<file path="src/rtl/ebrwc_defines.vh">
// constants for the external bus ready wait-state controller
`ifndef EBRWC_DEFINES_VH
`define EBRWC_DEFINES_VH
`define EBRWC_PH_W      4
`define EBRWC_ST_W      3
`define EBRWC_ST_IDLE   3'h0
`define EBRWC_ST_PHASE  3'h1
`define EBRWC_ST_MAND   3'h2
`define EBRWC_ST_RDY    3'h3
`define EBRWC_ST_SYNC   3'h4
`define EBRWC_ST_DONE   3'h5
`define EBRWC_CNT_ZERO  4'h0
`define EBRWC_CNT_ONE   4'h1
`endif

</file>
<file path="src/rtl/ebrwc_ready_ctrl.v">
// ready-controlled wait-state sequencer for one external bus cycle
`timescale 1ns/10ps
`include "ebrwc_defines.vh"
module ebrwc_ready_ctrl #(
  parameter PH_W = `EBRWC_PH_W
) (
  input  wire            clk,
  input  wire            rst,
  input  wire            cycle_start,
  input  wire [PH_W-1:0] phase_len,
  input  wire [PH_W-1:0] mandatory_wait_phase,
  input  wire            ready_ctrl_en,
  input  wire            ready_active_high,
  input  wire            ready_async_mode,
  input  wire            ready_pin,
  output wire            bus_reference_clock_out,
  output reg             strobe_active,
  output reg             ready_wait_phase,
  output reg             cycle_done,
  output wire            busy
);

  reg [`EBRWC_ST_W-1:0] state;
  reg [`EBRWC_ST_W-1:0] next_state;
  reg [PH_W-1:0]        cnt;
  reg [PH_W-1:0]        next_cnt;
  reg                   async_mode;
  reg                   next_async_mode;
  reg                   sync_ff1;
  reg                   sync_ff2;
  reg                   sync_ff3;
  wire                  rdy_sync_lvl;
  wire                  rdy_async_lvl;
  wire                  rdy_now;

  // a sampled pin level counts as ready when it matches the chosen polarity
  function rdy_level;
    input lvl;
    input act_high;
    begin
      rdy_level = (lvl == act_high);
    end
  endfunction

  // the reference clock output is the system clock itself
  assign bus_reference_clock_out = clk;

  // two flops for any pin input, one more stage in async mode
  always @(posedge clk) begin
    if (rst) begin
      sync_ff1 <= 1'b0;
      sync_ff2 <= 1'b0;
      sync_ff3 <= 1'b0;
    end else begin
      sync_ff1 <= ready_pin;
      sync_ff2 <= sync_ff1;
      sync_ff3 <= sync_ff2;
    end
  end

  // polarity applied after the flops, so a polarity change costs no extra stage
  assign rdy_sync_lvl  = rdy_level(sync_ff2, ready_active_high);
  assign rdy_async_lvl = rdy_level(sync_ff3, ready_active_high);
  assign rdy_now       = async_mode ? rdy_async_lvl : rdy_sync_lvl;

  assign busy = (state != `EBRWC_ST_IDLE);

  always @* begin
    next_state      = state;
    next_cnt        = cnt;
    next_async_mode = async_mode;
    case (state)
      `EBRWC_ST_IDLE: begin
        if (cycle_start) begin
          next_async_mode = ready_async_mode;
          next_cnt        = phase_len;
          next_state      = (phase_len == `EBRWC_CNT_ZERO) ? `EBRWC_ST_MAND
                                                           : `EBRWC_ST_PHASE;
          if (phase_len == `EBRWC_CNT_ZERO) begin
            next_cnt = mandatory_wait_phase;
          end
        end
      end
      `EBRWC_ST_PHASE: begin
        if (cnt == `EBRWC_CNT_ONE) begin
          next_cnt   = mandatory_wait_phase;
          next_state = `EBRWC_ST_MAND;
        end else begin
          next_cnt = cnt - `EBRWC_CNT_ONE;
        end
      end
      `EBRWC_ST_MAND: begin
        if (cnt == `EBRWC_CNT_ZERO || cnt == `EBRWC_CNT_ONE) begin
          if (!ready_ctrl_en) begin
            next_state = `EBRWC_ST_DONE;
          end else if (async_mode) begin
            next_state = `EBRWC_ST_SYNC;
          end else begin
            next_state = `EBRWC_ST_RDY;
          end
          next_cnt = `EBRWC_CNT_ZERO;
        end else begin
          next_cnt = cnt - `EBRWC_CNT_ONE;
        end
      end
      `EBRWC_ST_SYNC: begin
        // one forced wait lets the extra stage catch up before deciding
        next_state = `EBRWC_ST_RDY;
      end
      `EBRWC_ST_RDY: begin
        if (rdy_now) begin
          next_state = `EBRWC_ST_DONE;
        end
      end
      `EBRWC_ST_DONE: begin
        next_state = `EBRWC_ST_IDLE;
      end
      default: begin
        next_state = `EBRWC_ST_IDLE;
        next_cnt   = `EBRWC_CNT_ZERO;
      end
    endcase
  end

  always @(posedge clk) begin
    if (rst) begin
      state            <= `EBRWC_ST_IDLE;
      cnt              <= `EBRWC_CNT_ZERO;
      async_mode       <= 1'b0;
      strobe_active    <= 1'b0;
      ready_wait_phase <= 1'b0;
      cycle_done       <= 1'b0;
    end else begin
      state            <= next_state;
      cnt              <= next_cnt;
      async_mode       <= next_async_mode;
      // strobe falls on the done edge, which lets the partner drop ready
      strobe_active    <= (next_state != `EBRWC_ST_IDLE) &&
                          (next_state != `EBRWC_ST_DONE);
      ready_wait_phase <= (state == `EBRWC_ST_RDY || state == `EBRWC_ST_SYNC) &&
                          (next_state == `EBRWC_ST_RDY);
      cycle_done       <= (next_state == `EBRWC_ST_DONE);
    end
  end

endmodule

</file>
<file path="config.mk">
export PLATFORM = sky130hd
export DESIGN_NAME = ebrwc_ready_ctrl
export DESIGN_NICKNAME = d
export VERILOG_FILES = /design/src/rtl/ebrwc_ready_ctrl.v
export VERILOG_INCLUDE_DIRS = /design/src /design/src/rtl
export SDC_FILE = /design/constraint.sdc
export NUM_CORES = 1
export LEC_CHECK = 0
export BUFFER_PORTS_ARGS = -buffer_cell sky130_fd_sc_hd__buf_2
export CORE_MARGIN = 5
export CORE_UTILIZATION = 30
export DETAILED_ROUTE_END_ITERATION = 10
export GPL_ROUTABILITY_DRIVEN = 0
export GPL_TIMING_DRIVEN = 0
export PLACE_DENSITY_LB_ADDON = 0.2
export SLEW_MARGIN = 20
export SYNTH_ARGS = -nofsm -noshare
export SYNTH_HDL_FRONTEND = slang
export SYNTH_SLANG_ARGS = --single-unit
</file>
<file path="constraint.sdc">
create_clock -name clk -period 2.05 [get_ports clk]
set_input_delay 0.1025 -clock clk [delete_from_list [all_inputs] [get_ports clk]]
set_output_delay 0.1025 -clock clk [all_outputs]
set_load 0.05 [all_outputs]
</file>
* Word-level counts from Yosys, hierarchy flattened *
Cells that the tools add are included.

cells by class
  add/sub/neg operators = 1
  equal/unequal tests = 12
  mux-type cells = 14
  bitwise operators = 1
  reductions and logical operators = 12

operators with widths
  kind                 count
  $mux 3               6
  $mux 4               4
  $pmux 4 s4           1
  $pmux 3 s5           1
  $eq 3x2->1 const B   3
  $eq 3x3->1 const B   3
  $logic_not 4->1      2
  $reduce_bool 3->1    2
  $eq 4x1->1 const B   1
  $reduce_and 2->1     2
  $sub 4x1->4 const B  1
  $eq 3x1->1 const B   1
  $logic_not 3->1      1
  $ne 3x3->1 const B   1
  $reduce_or 3->1      1
  $eq 1x1->1           2
  $logic_and 1x1->1    2
  $logic_or 1x1->1     2
  $mux 2               1
  $ne 2x2->1 const B   1
  $mux 1               1
  $not 1->1            1

word-level totals
  flip-flop bits (word level) = 14
  input port bits = 15
  output and inout bits = 5
  logic and storage cells = 49

* Depth between registers and ports, before layout *
Gate-level depths: netlist (run 1).

  depth in word-level cells = 6
  depth in mapped cells = 6
  mapped depth without buffers = 6

==> results of run 1 <==
==> state kept, by name (all words and copies together), names as in the netlist <==
| signal | flops |
|---|---|
| async_mode | 1 |
| cnt | 4 |
| cycle_done | 1 |
| ready_wait_phase | 1 |
| state | 3 |
| strobe_active | 1 |
| sync_ff1 | 1 |
| sync_ff2 | 1 |
| sync_ff3 | 1 |
==> critical path: stages (launching register included) <==
cell and delay, ps:
dfxtp_2 340, inv_2 90, ha_4 140, or3b_4 390, o21a_1 190, or3_4 370
o311a_1 330
==> routing by layer <==
metal	vias up	wire, um	track usage, %
met2	23	924	18.2
met1	367	1070	15.5
li1	432	-	-
met5	-	0	0
met4	0	16	4.16
met3	3	149	4.97
==> cell type report <==
| type | count | area [um2] |
|---|---|---|
| repair buffers | 23 | 145 |
| multi-input cells | 76 | 543 |
| flip-flops and latches | 14 | 283 |
| clock buffers | 8 | 63.8 |
| well taps | 31 | 38.8 |
| inverters | 5 | 18.8 |
| plain buffers | 5 | 23.8 |
| fillers | 288 | 1620 |
==> worst max path at each step <==
stage | end | slack (ps) | cells past startpoint
global placement | strobe_active | -10 | 6
global route | strobe_active | 8 | 6
finish | strobe_active | 80 | 6
detailed placement | strobe_active | -7 | 6
CTS | strobe_active | 30 | 6
floorplan | strobe_active | 120 | 6
==> timing repair <==
action | in CTS | in global routing
pin swaps | 0 | 0
hold buffers | 6 | 0
endpoints found under the hold margin | 6 | 0
setup endpoints to repair | 1 | 1
gates resized for setup | 4 | 2
==> cell families (layout without fill, tap and decap cells) <==
kind of cell             after synthesis  after routing  share of synthesized area, %
AO/OA/AOI/OAI                         27             27                          24.3
XOR/XNOR                               2              2                          2.06
adder cells (fa/ha/maj)                3              3                          4.41
buffers and inverters                 10             41                          5.00
flip-flops                            14             14                          32.9
multiplexers                           4              4                          4.71
AND/OR/NAND/NOR                       40             40                          26.6
==> cells in the final DEF, fill, tap and decap left out, drive strengths merged, types with 2 or more instances in the layout <==
| cell type | instances |
|---|---|
| o21a | 2 |
| a221o | 5 |
| nand2 | 6 |
| o211ai | 2 |
| o21ai | 3 |
| nor4 | 3 |
| dlygate4sd3 | 6 |
| nor4b | 2 |
| a21oi | 4 |
| or3 | 2 |
| xnor2 | 2 |
| and2 | 2 |
| nor2 | 11 |
| nor2b | 4 |
| clkbuf | 10 |
| ha | 3 |
| dfxtp | 14 |
| or2 | 3 |
| mux2i | 4 |
| buf | 20 |
| inv | 5 |
==> through the flow <==
stage / setup slack (ps) / setup TNS [ps] / utilization, % / cells
floorplan: 124 / 0 / - / 100
global placement: -12.6 / -12.6 / 35.8 / 149
detailed placement: -6.59 / -6.59 / 35.8 / 149
CTS: 25.3 / 0 / 40.4 / 162
global route: 7.92 / 0 / 40.8 / 162
finish: 79.6 / 0 / 40.8 / 162
==> power breakdown <==
part	switching [uW]	internal (uW)	leakage, uW
Clock	205	209	0.0000435
Combinational	196	149	0.000320
Sequential	35.1	308	0.000116
Total	436	666	0.000480
==> out/results.ini, run 1 <==
[sta]
max_clock_freq_mhz = 508
worstMarginPinSlew_ps = 519
setup_viol = 0
whs_ps = 65.6
slew_headroom_pct = 64.9
grt_setup_unrepaired = no
fin_crit_ps = 1970
hold_violations = 0
slew_viol_final = 0
period_share_pct = 96.1
skew_ps = 7.81

[worst_setup_path]
r2r_slack_ps = 80
r2r_start = cnt[1]
cp_max_fo = 4
rr_worst_depth = 6
worstPathArrival_ps = 2250
r2r-end = strobe_active
endpoint_kind = register
critPathRequiredTime_ps = 2330
start_kind = register
critical_path_class = register to register
startpoint = cnt[1]

[synth]
synth_ff_type = dfxtp_1
synth_top_cell_area_share_pct = 32.9
synth_top_area_cell = dfxtp_1
ys_top_cells_by_count = dfxtp_1 (14), nor2_1 (11), nand2_1 (6)
synth_cells = 100
ys_types = 40
synthTopCellsByArea = dfxtp_1 (33%), a221o_1 (5.9%), nor2_1 (4.9%), mux2i_1 (4.7%), ha_1 (4.4%)
seq_area_frac_synth_pct = 32.9
synth_edf_count = 0
async_reset_ff_share_pct = 0
yosysMostFrequentCell = dfxtp_1
synth_seq_cells = 14
syn_area_per_cell_um2 = 8.51
netlist_area_um2 = 851
syn_nets = 118
synth_warnings = 0

[routing]
drc = 0
drt-pass1-iter-count = 4
post_drt_wl_per_cell_um = 13.3
drtAntennaViolNets = 0
vias_per_cell = 5.09
routed_wl_mm = 2.16
first_iter_violations = 40
vias = 825

[floorplan]
core_mm2 = 0.00273
io_pins = 20
rows = 19
initial_utilization_pct = 31.1
die_h_um = 63.3
die_area_mm2 = 0.00400
die_w_um = 63.3

[global_route]
first_global_vias = 879
grt_pass1_wl_mm = 3.89
antenna_found_initial = 0
gr-total-overflow = 0
grt_max_degree = 11
grtUsageTotal_pct = 12.1

[hold_path]
min-delay-start = phase_len[2]
hold-path-cell-count = 4
min_path_type = input port to register
hold-path-endpoint = cnt[2]

[clock_network]
clock_latency_ps = 390
cts_setup_buffers = 0
clkTransAtPathRegs_ps = 100
cts_tree = built

[placed_design]
io_buffer_count = 18
placed_area_um2 = 980
dp_hpwl_mm = 1.64

[cells_and_area]
drive_gt1_share_pct = 29.8
syn2layout_area_growth_pct = 31.2
nets = 150
antenna_cells = 0
final_cell_area_mm2 = 0.00112

[power]
ir_drop_mv = 1.01
p_per_area_mw_per_mm2 = 987
p_total_uw = 1100
p_leak_uw = 0.000480

[run]
drv_cap = 0

[status]
status = completed

No activity file was read; power rests on OpenSTA's default activity.
==> inputs of run 2 (changes only) <==
--- a/config.mk
+++ b/config.mk
@@ -7,8 +7,10 @@
 export NUM_CORES = 1
 export LEC_CHECK = 0
 export BUFFER_PORTS_ARGS = -buffer_cell sky130_fd_sc_hd__buf_2
+export CAP_MARGIN = 25
 export CORE_MARGIN = 5
 export CORE_UTILIZATION = 30
+export CTS_BUF_LIST = sky130_fd_sc_hd__clkbuf_8
 export DETAILED_ROUTE_END_ITERATION = 10
 export GPL_ROUTABILITY_DRIVEN = 0
 export GPL_TIMING_DRIVEN = 0
==> run 2 against run 1 <==
Net effect:
- critical endpoint unchanged
- hold slack better by 43 ps
- clock-buffer cell count is the same
- worst setup slack barely moved
- wire length increased by 1.0%
- power is 12% higher
- via count up 1.1%
- first-iteration DRC count up 20%
- largest cell class unchanged
- critical path type unchanged
- critical path depth unchanged
- die area did not move
- sequential power barely moved
- clock skew is 2.5 ps lower
- fmax hardly changed
==> out/results.ini, run 2 (synthesized netlist as in run 1, its figures left out) <==
[sta]
fin_crit_ps = 1970  ; +0.190 ps
worstMarginPinSlew_ps = 512  ; -7.30 ps
skew_ps = 5.33  ; -2.48 ps
grt_setup_unrepaired = no
hold_violations = 0  ; unchanged
setup_viol = 0  ; unchanged
layout_setup_ws_ps = 79.4  ; -0.190 ps
slew_headroom_pct = 65.4  ; +0.49 points
slew_viol_final = 0  ; unchanged
max_clock_freq_mhz = 507  ; about the same
period_share_pct = 96.1  ; about the same

[global_route]
first_global_vias = 885  ; +0.68%
met3_usage_pct = 4.97  ; unchanged
grt_max_degree = 11  ; unchanged
antenna_found_initial = 0  ; unchanged
busiest_layer = met2
gr-total-overflow = 0  ; unchanged
grtUsageTotal_pct = 12.2  ; +0.073 points
use_met1_pct = 15.6  ; +0.11 points
grt_pass1_wl_mm = 3.93  ; +0.90%
gr-usage-met2_pct = 18.3  ; +0.13 points

[worst_setup_path]
critPathMaxStageDelay_ps = 390  ; about the same
endpoint_kind = register
crit_cells = 6  ; unchanged
rr_worst_depth = 6  ; unchanged
crit_buf_inv = 1  ; unchanged
start_kind = register
worstPathArrival_ps = 2210  ; -40 ps
crit_path_end = strobe_active
r2r_start = cnt[1]
cp_max_fo = 4  ; unchanged
r2r_slack_ps = 80  ; about the same
critical_path_class = register to register
cp_slowest_cell = or3b_4
critPathRequiredTime_ps = 2290  ; -40 ps
path_delay_family = simple AND/OR/NAND/NOR gates
startpoint = cnt[1]
r2r-end = strobe_active
crit_chain = inv_2, ha_4, or3b_4, o21a_1, or3_4, o311a_1

[placed_design]
placed_area_um2 = 980  ; unchanged
dp.cells = 149  ; unchanged
dp_hpwl_mm = 1.64  ; unchanged
io_buffer_count = 18  ; unchanged
post-place-ws_ps = -6.59  ; unchanged

[cells_and_area]
syn2layout_area_growth_pct = 35.4
reg.largest.list = cnt: 4 flops, state: 3 flops
postLayoutCoreUtil_pct = 42.2  ; +1.3 points
layout_common_cells = buf_2 (19), dfxtp_1 (13), nor2_1 (11), clkbuf_8 (7)
regMostFlops = cnt
layout_commonest_cell = buf_2
drive_gt1_share_pct = 29.0  ; -0.76 points
largest_reg_flops = 4  ; unchanged
layoutNonFillerInstCount = 162  ; unchanged
final_cell_area_mm2 = 0.00115  ; +3.3%
antenna_cells = 0  ; unchanged
nets = 150  ; unchanged

[floorplan]
initial_utilization_pct = 31.1  ; unchanged
die_w_um = 63.3  ; unchanged
rows = 19  ; unchanged
die_area_mm2 = 0.00400  ; unchanged
core_mm2 = 0.00273  ; unchanged
die_h_um = 63.3  ; unchanged
io_pins = 20  ; unchanged

[power]
p_leak_uw = 0.000495  ; +3.2%
p_per_area_mw_per_mm2 = 1070  ; +8.6%
ir_drop_mv = 0.932  ; -8.0%
p_total_uw = 1240  ; +12%

[routing]
routed_wl_mm = 2.18  ; +1.0%
drt-pass1-iter-count = 4  ; unchanged
drtAntennaViolNets = 0  ; unchanged
vias_per_cell = 5.15  ; +1.1%
vias = 834  ; +1.1%
first_iter_violations = 48  ; +20%
drc = 0  ; unchanged
post_drt_wl_per_cell_um = 13.5  ; +1.0%

[hold_path]
min_path_type = input port to register
hold-path-cell-count = 4  ; unchanged

[run]
drv_cap = 0  ; unchanged

[status]
status = completed

[clock_network]
cts_tree = built
clock_latency_ps = 350  ; -40 ps
clkTransAtPathRegs_ps = 70  ; -30 ps

==> run 2: cell counts in the layout (fill, tap and decap cells not counted) <==
Identical to the previous run, type by type.
==> run 2: cell type report <==
class                      count  area (um2)
clock buffer                   8         101
inverter                       5        18.8
multi-input combinational     76         543
timing repair buffer          23         145
tap                           31        38.8
sequential                    14         282
fill                         283        1580
buffer                         5        23.8
==> run 2: how the worst min path moves through the flow <==
stage	start	end	slack, ps
floorplan	ready_pin	sync_ff1	230
global placement	ready_pin	sync_ff1	320
detailed placement	ready_pin	sync_ff1	320
CTS	phase_len[2]	cnt[2]	110
global route	phase_len[2]	cnt[2]	150
finish	phase_len[2]	cnt[2]	110
==> run 2: what timing repair did <==
item | 4_1_cts | 5_1_grt
hold buffers | 6 | 0
setup buffers | 0 | 0
gates resized for setup | 3 | 2
hold endpoints to repair | 6 | 0
pin swaps | 0 | 0
setup endpoints to repair | 1 | 1
==> run 2: per-stage QoR <==
| stage | TNS [ps] | hold WS [ps] |
|---|---|---|
| final | 0 | 109 |
| after global routing | 0 | 150 |
| after CTS | 0 | 111 |
| after detailed placement | -6.59 | 323 |
| after global placement | -12.6 | 321 |
| after floorplan | 0 | 231 |
==> run 2: tightest hold or removal path: cells and delay by family <==
family / cells / cell delay (ps)
buf+inv: 1 / 100
compound gates: 2 / 190
simple gates: 1 / 50
==> run 2: metal layers <==
| layer | vias to the layer above | share of wire, % |
|---|---|---|
| li1 | 431 | - |
| met1 | 375 | 48 |
| met2 | 25 | 44 |
| met3 | 3 | 7.1 |
| met4 | 0 | 0.78 |
| met5 | - | 0 |
==> run 2: power breakdown <==
part | total [uW] | internal (uW) | switching (uW)
clock | 551 | 331 | 220
sequential | 342 | 307 | 35.0
combinational | 343 | 149 | 194
total | 1240 | 787 | 449
==> inputs of run 3 (changes only) <==
--- a/config.mk
+++ b/config.mk
@@ -7,7 +7,7 @@
 export NUM_CORES = 1
 export LEC_CHECK = 0
 export BUFFER_PORTS_ARGS = -buffer_cell sky130_fd_sc_hd__buf_2
-export CAP_MARGIN = 25
+export CAP_MARGIN = 10
 export CORE_MARGIN = 5
 export CORE_UTILIZATION = 30
 export CTS_BUF_LIST = sky130_fd_sc_hd__clkbuf_8
==> constraint.sdc (replaced) <==
create_clock -name clk -period 2.25 [get_ports clk]
set_input_delay 0.1125 -clock clk [delete_from_list [all_inputs] [get_ports clk]]
set_output_delay 0.1125 -clock clk [all_outputs]
set_load 0.05 [all_outputs]
==> run 3 against run 2 <==
Net effect:
- critical path type unchanged
- wire length up 0.41%
- via count decreased by 0.36%
- critical endpoint unchanged
- power shrank 9.8%
- highest routed layer unchanged
- first-iteration DRC count down 6.3%
==> out/results.ini, run 3 (synthesized netlist as in run 1, its figures left out) <==
[global_route]
grt_pass1_wl_mm = 3.92  ; -0.18%
gr-total-overflow = 0  ; unchanged
antenna_found_initial = 0  ; unchanged
grt_max_degree = 11  ; unchanged
first_global_vias = 882  ; -0.34%
grtUsageTotal_pct = 12.2  ; unchanged

[power]
p_per_area_mw_per_mm2 = 990  ; -7.7%
p_leak_uw = 0.000488  ; -1.4%
ir_drop_mv = 0.849  ; -8.9%

[floorplan]
rows = 19  ; unchanged
initial_utilization_pct = 31.1  ; unchanged
core_mm2 = 0.00273  ; unchanged
io_pins = 20  ; unchanged
die_area_mm2 = 0.00400  ; unchanged
die_h_um = 63.3  ; unchanged
die_w_um = 63.3  ; unchanged

[worst_setup_path]
endpoint_kind = register
rr_worst_depth = 6  ; unchanged
worstPathArrival_ps = 2320  ; +110 ps
start_kind = register
critical_path_class = register to register
r2r_slack_ps = 170  ; +90 ps
cp_max_fo = 4  ; unchanged
path_delay_family = simple AND/OR/NAND/NOR gates
critPathMaxStageDelay_ps = 410  ; +20 ps
crit_buf_inv = 1  ; unchanged
crit_chain = inv_1, ha_1, or3b_1, o21a_1, or3_4, o311a_1
r2r-end = strobe_active
cp_slowest_cell = or3b_1
r2r_start = cnt[1]
critPathRequiredTime_ps = 2490  ; +200 ps

[cells_and_area]
layout_commonest_cell = buf_2
regMostFlops = cnt
reg.largest.list = cnt: 4 flops, state: 3 flops
largest_reg_flops = 4  ; unchanged
syn2layout_area_growth_pct = 32.4
antenna_cells = 0  ; unchanged
layout_common_cells = buf_2 (19), dfxtp_1 (14), nor2_1 (11), clkbuf_8 (7), nand2_1 (6)
final_cell_area_mm2 = 0.00113  ; -2.3%
nets = 149  ; -0.67%
nFillCells = 285  ; +0.71%
drive_gt1_share_pct = 26.2  ; -2.9 points

[routing]
vias = 831  ; -0.36%
post_drt_wl_per_cell_um = 13.6  ; +1.0%
drt-pass1-iter-count = 4  ; unchanged
drc = 0  ; unchanged
vias_per_cell = 5.16  ; +0.26%
first_iter_violations = 45  ; -6.3%
drtAntennaViolNets = 0  ; unchanged
routed_wl_mm = 2.19  ; +0.41%

[placed_design]
placed_area_um2 = 980  ; unchanged
dp_hpwl_mm = 1.64  ; unchanged
io_buffer_count = 18  ; unchanged

[run]
drv_cap = 0  ; unchanged

[sta]
period_share_pct = 92.4  ; -3.7 points
slew_headroom_pct = 65.2  ; -0.20 points
totalNegativeSetupSlack_ps = 0  ; unchanged
setup_viol = 0  ; unchanged
hold_violations = 0  ; unchanged
worstMarginPinSlew_ps = 515  ; +2.93 ps
grt_setup_unrepaired = no
skew_ps = 6.30  ; +0.968 ps
max_clock_freq_mhz = 481  ; -5.3%
slew_viol_final = 0  ; unchanged
fin_crit_ps = 2080  ; +109 ps

[hold_path]
min-delay-start = ready_async_mode
min_path_type = input port to register
hold-path-cell-count = 3  ; -1
hold-path-endpoint = async_mode

[status]
status = completed

[clock_network]
cts_tree = built
cts_setup_buffers = 0  ; unchanged
clkTransAtPathRegs_ps = 70  ; about the same
clock_latency_ps = 350  ; about the same

-- run 3: how the worst max path moves through the flow --
stage	from	end	slack, ps	depth (start not counted)
2_1_floorplan	cnt[1]	strobe_active	320	6
3_3_place_gp	cnt[1]	strobe_active	190	6
3_5_place_dp	cnt[1]	strobe_active	190	6
4_1_cts	cnt[1]	strobe_active	170	6
5_1_grt	cnt[1]	strobe_active	80	6
6_report	cnt[1]	strobe_active	170	6
-- run 3: worst min-delay path: stages --
cell and delay [ps]:
buf_2 80, mux2i_1 50, nor2_1 80
-- run 3: area by class of cell --
class,count,area [um2],share of cell area [%]
Tap cell,31,38.8,3.44
Inverter,5,18.8,1.67
Sequential cell,14,280,24.9
Multi-Input combinational cell,76,528,46.9
Buffer,5,23.8,2.11
Clock buffer,8,101,9.00
Timing Repair Buffer,22,135,12.0
-- run 3: where the power goes --
group / total, uW / switching, uW / internal [uW]
Clock: 503 / 201 / 302
Combinational: 305 / 176 / 129
Sequential: 308 / 28.8 / 279
-- run 3: per-layer routing --
metal,vias to the layer above,wire length (um),global-route usage [%]
met3,3,146,4.97
li1,430,-,-
met2,25,930,17.9
met1,373,1100,15.9
met4,0,17,4.16
met5,-,0,0
-- run 3: metrics by stage --
stage	std cells	hold slack (ps)	utilization, %	setup WS [ps]	power [uW]
detailed placement	149	333	35.8	193	719
global placement	149	331	35.8	187	712
global route	161	30.2	41.2	77.0	1190
CTS	161	5.36	41.2	171	1130
finish	161	5.64	41.2	170	1110
floorplan	100	241	-	324	632
-- run 3: repair_timing --
item | in CTS | in global routing
gates resized for setup | 0 | 0
setup endpoints to repair | 0 | 0
hold buffers | 5 | 0
endpoints found under the hold margin | 5 | 0
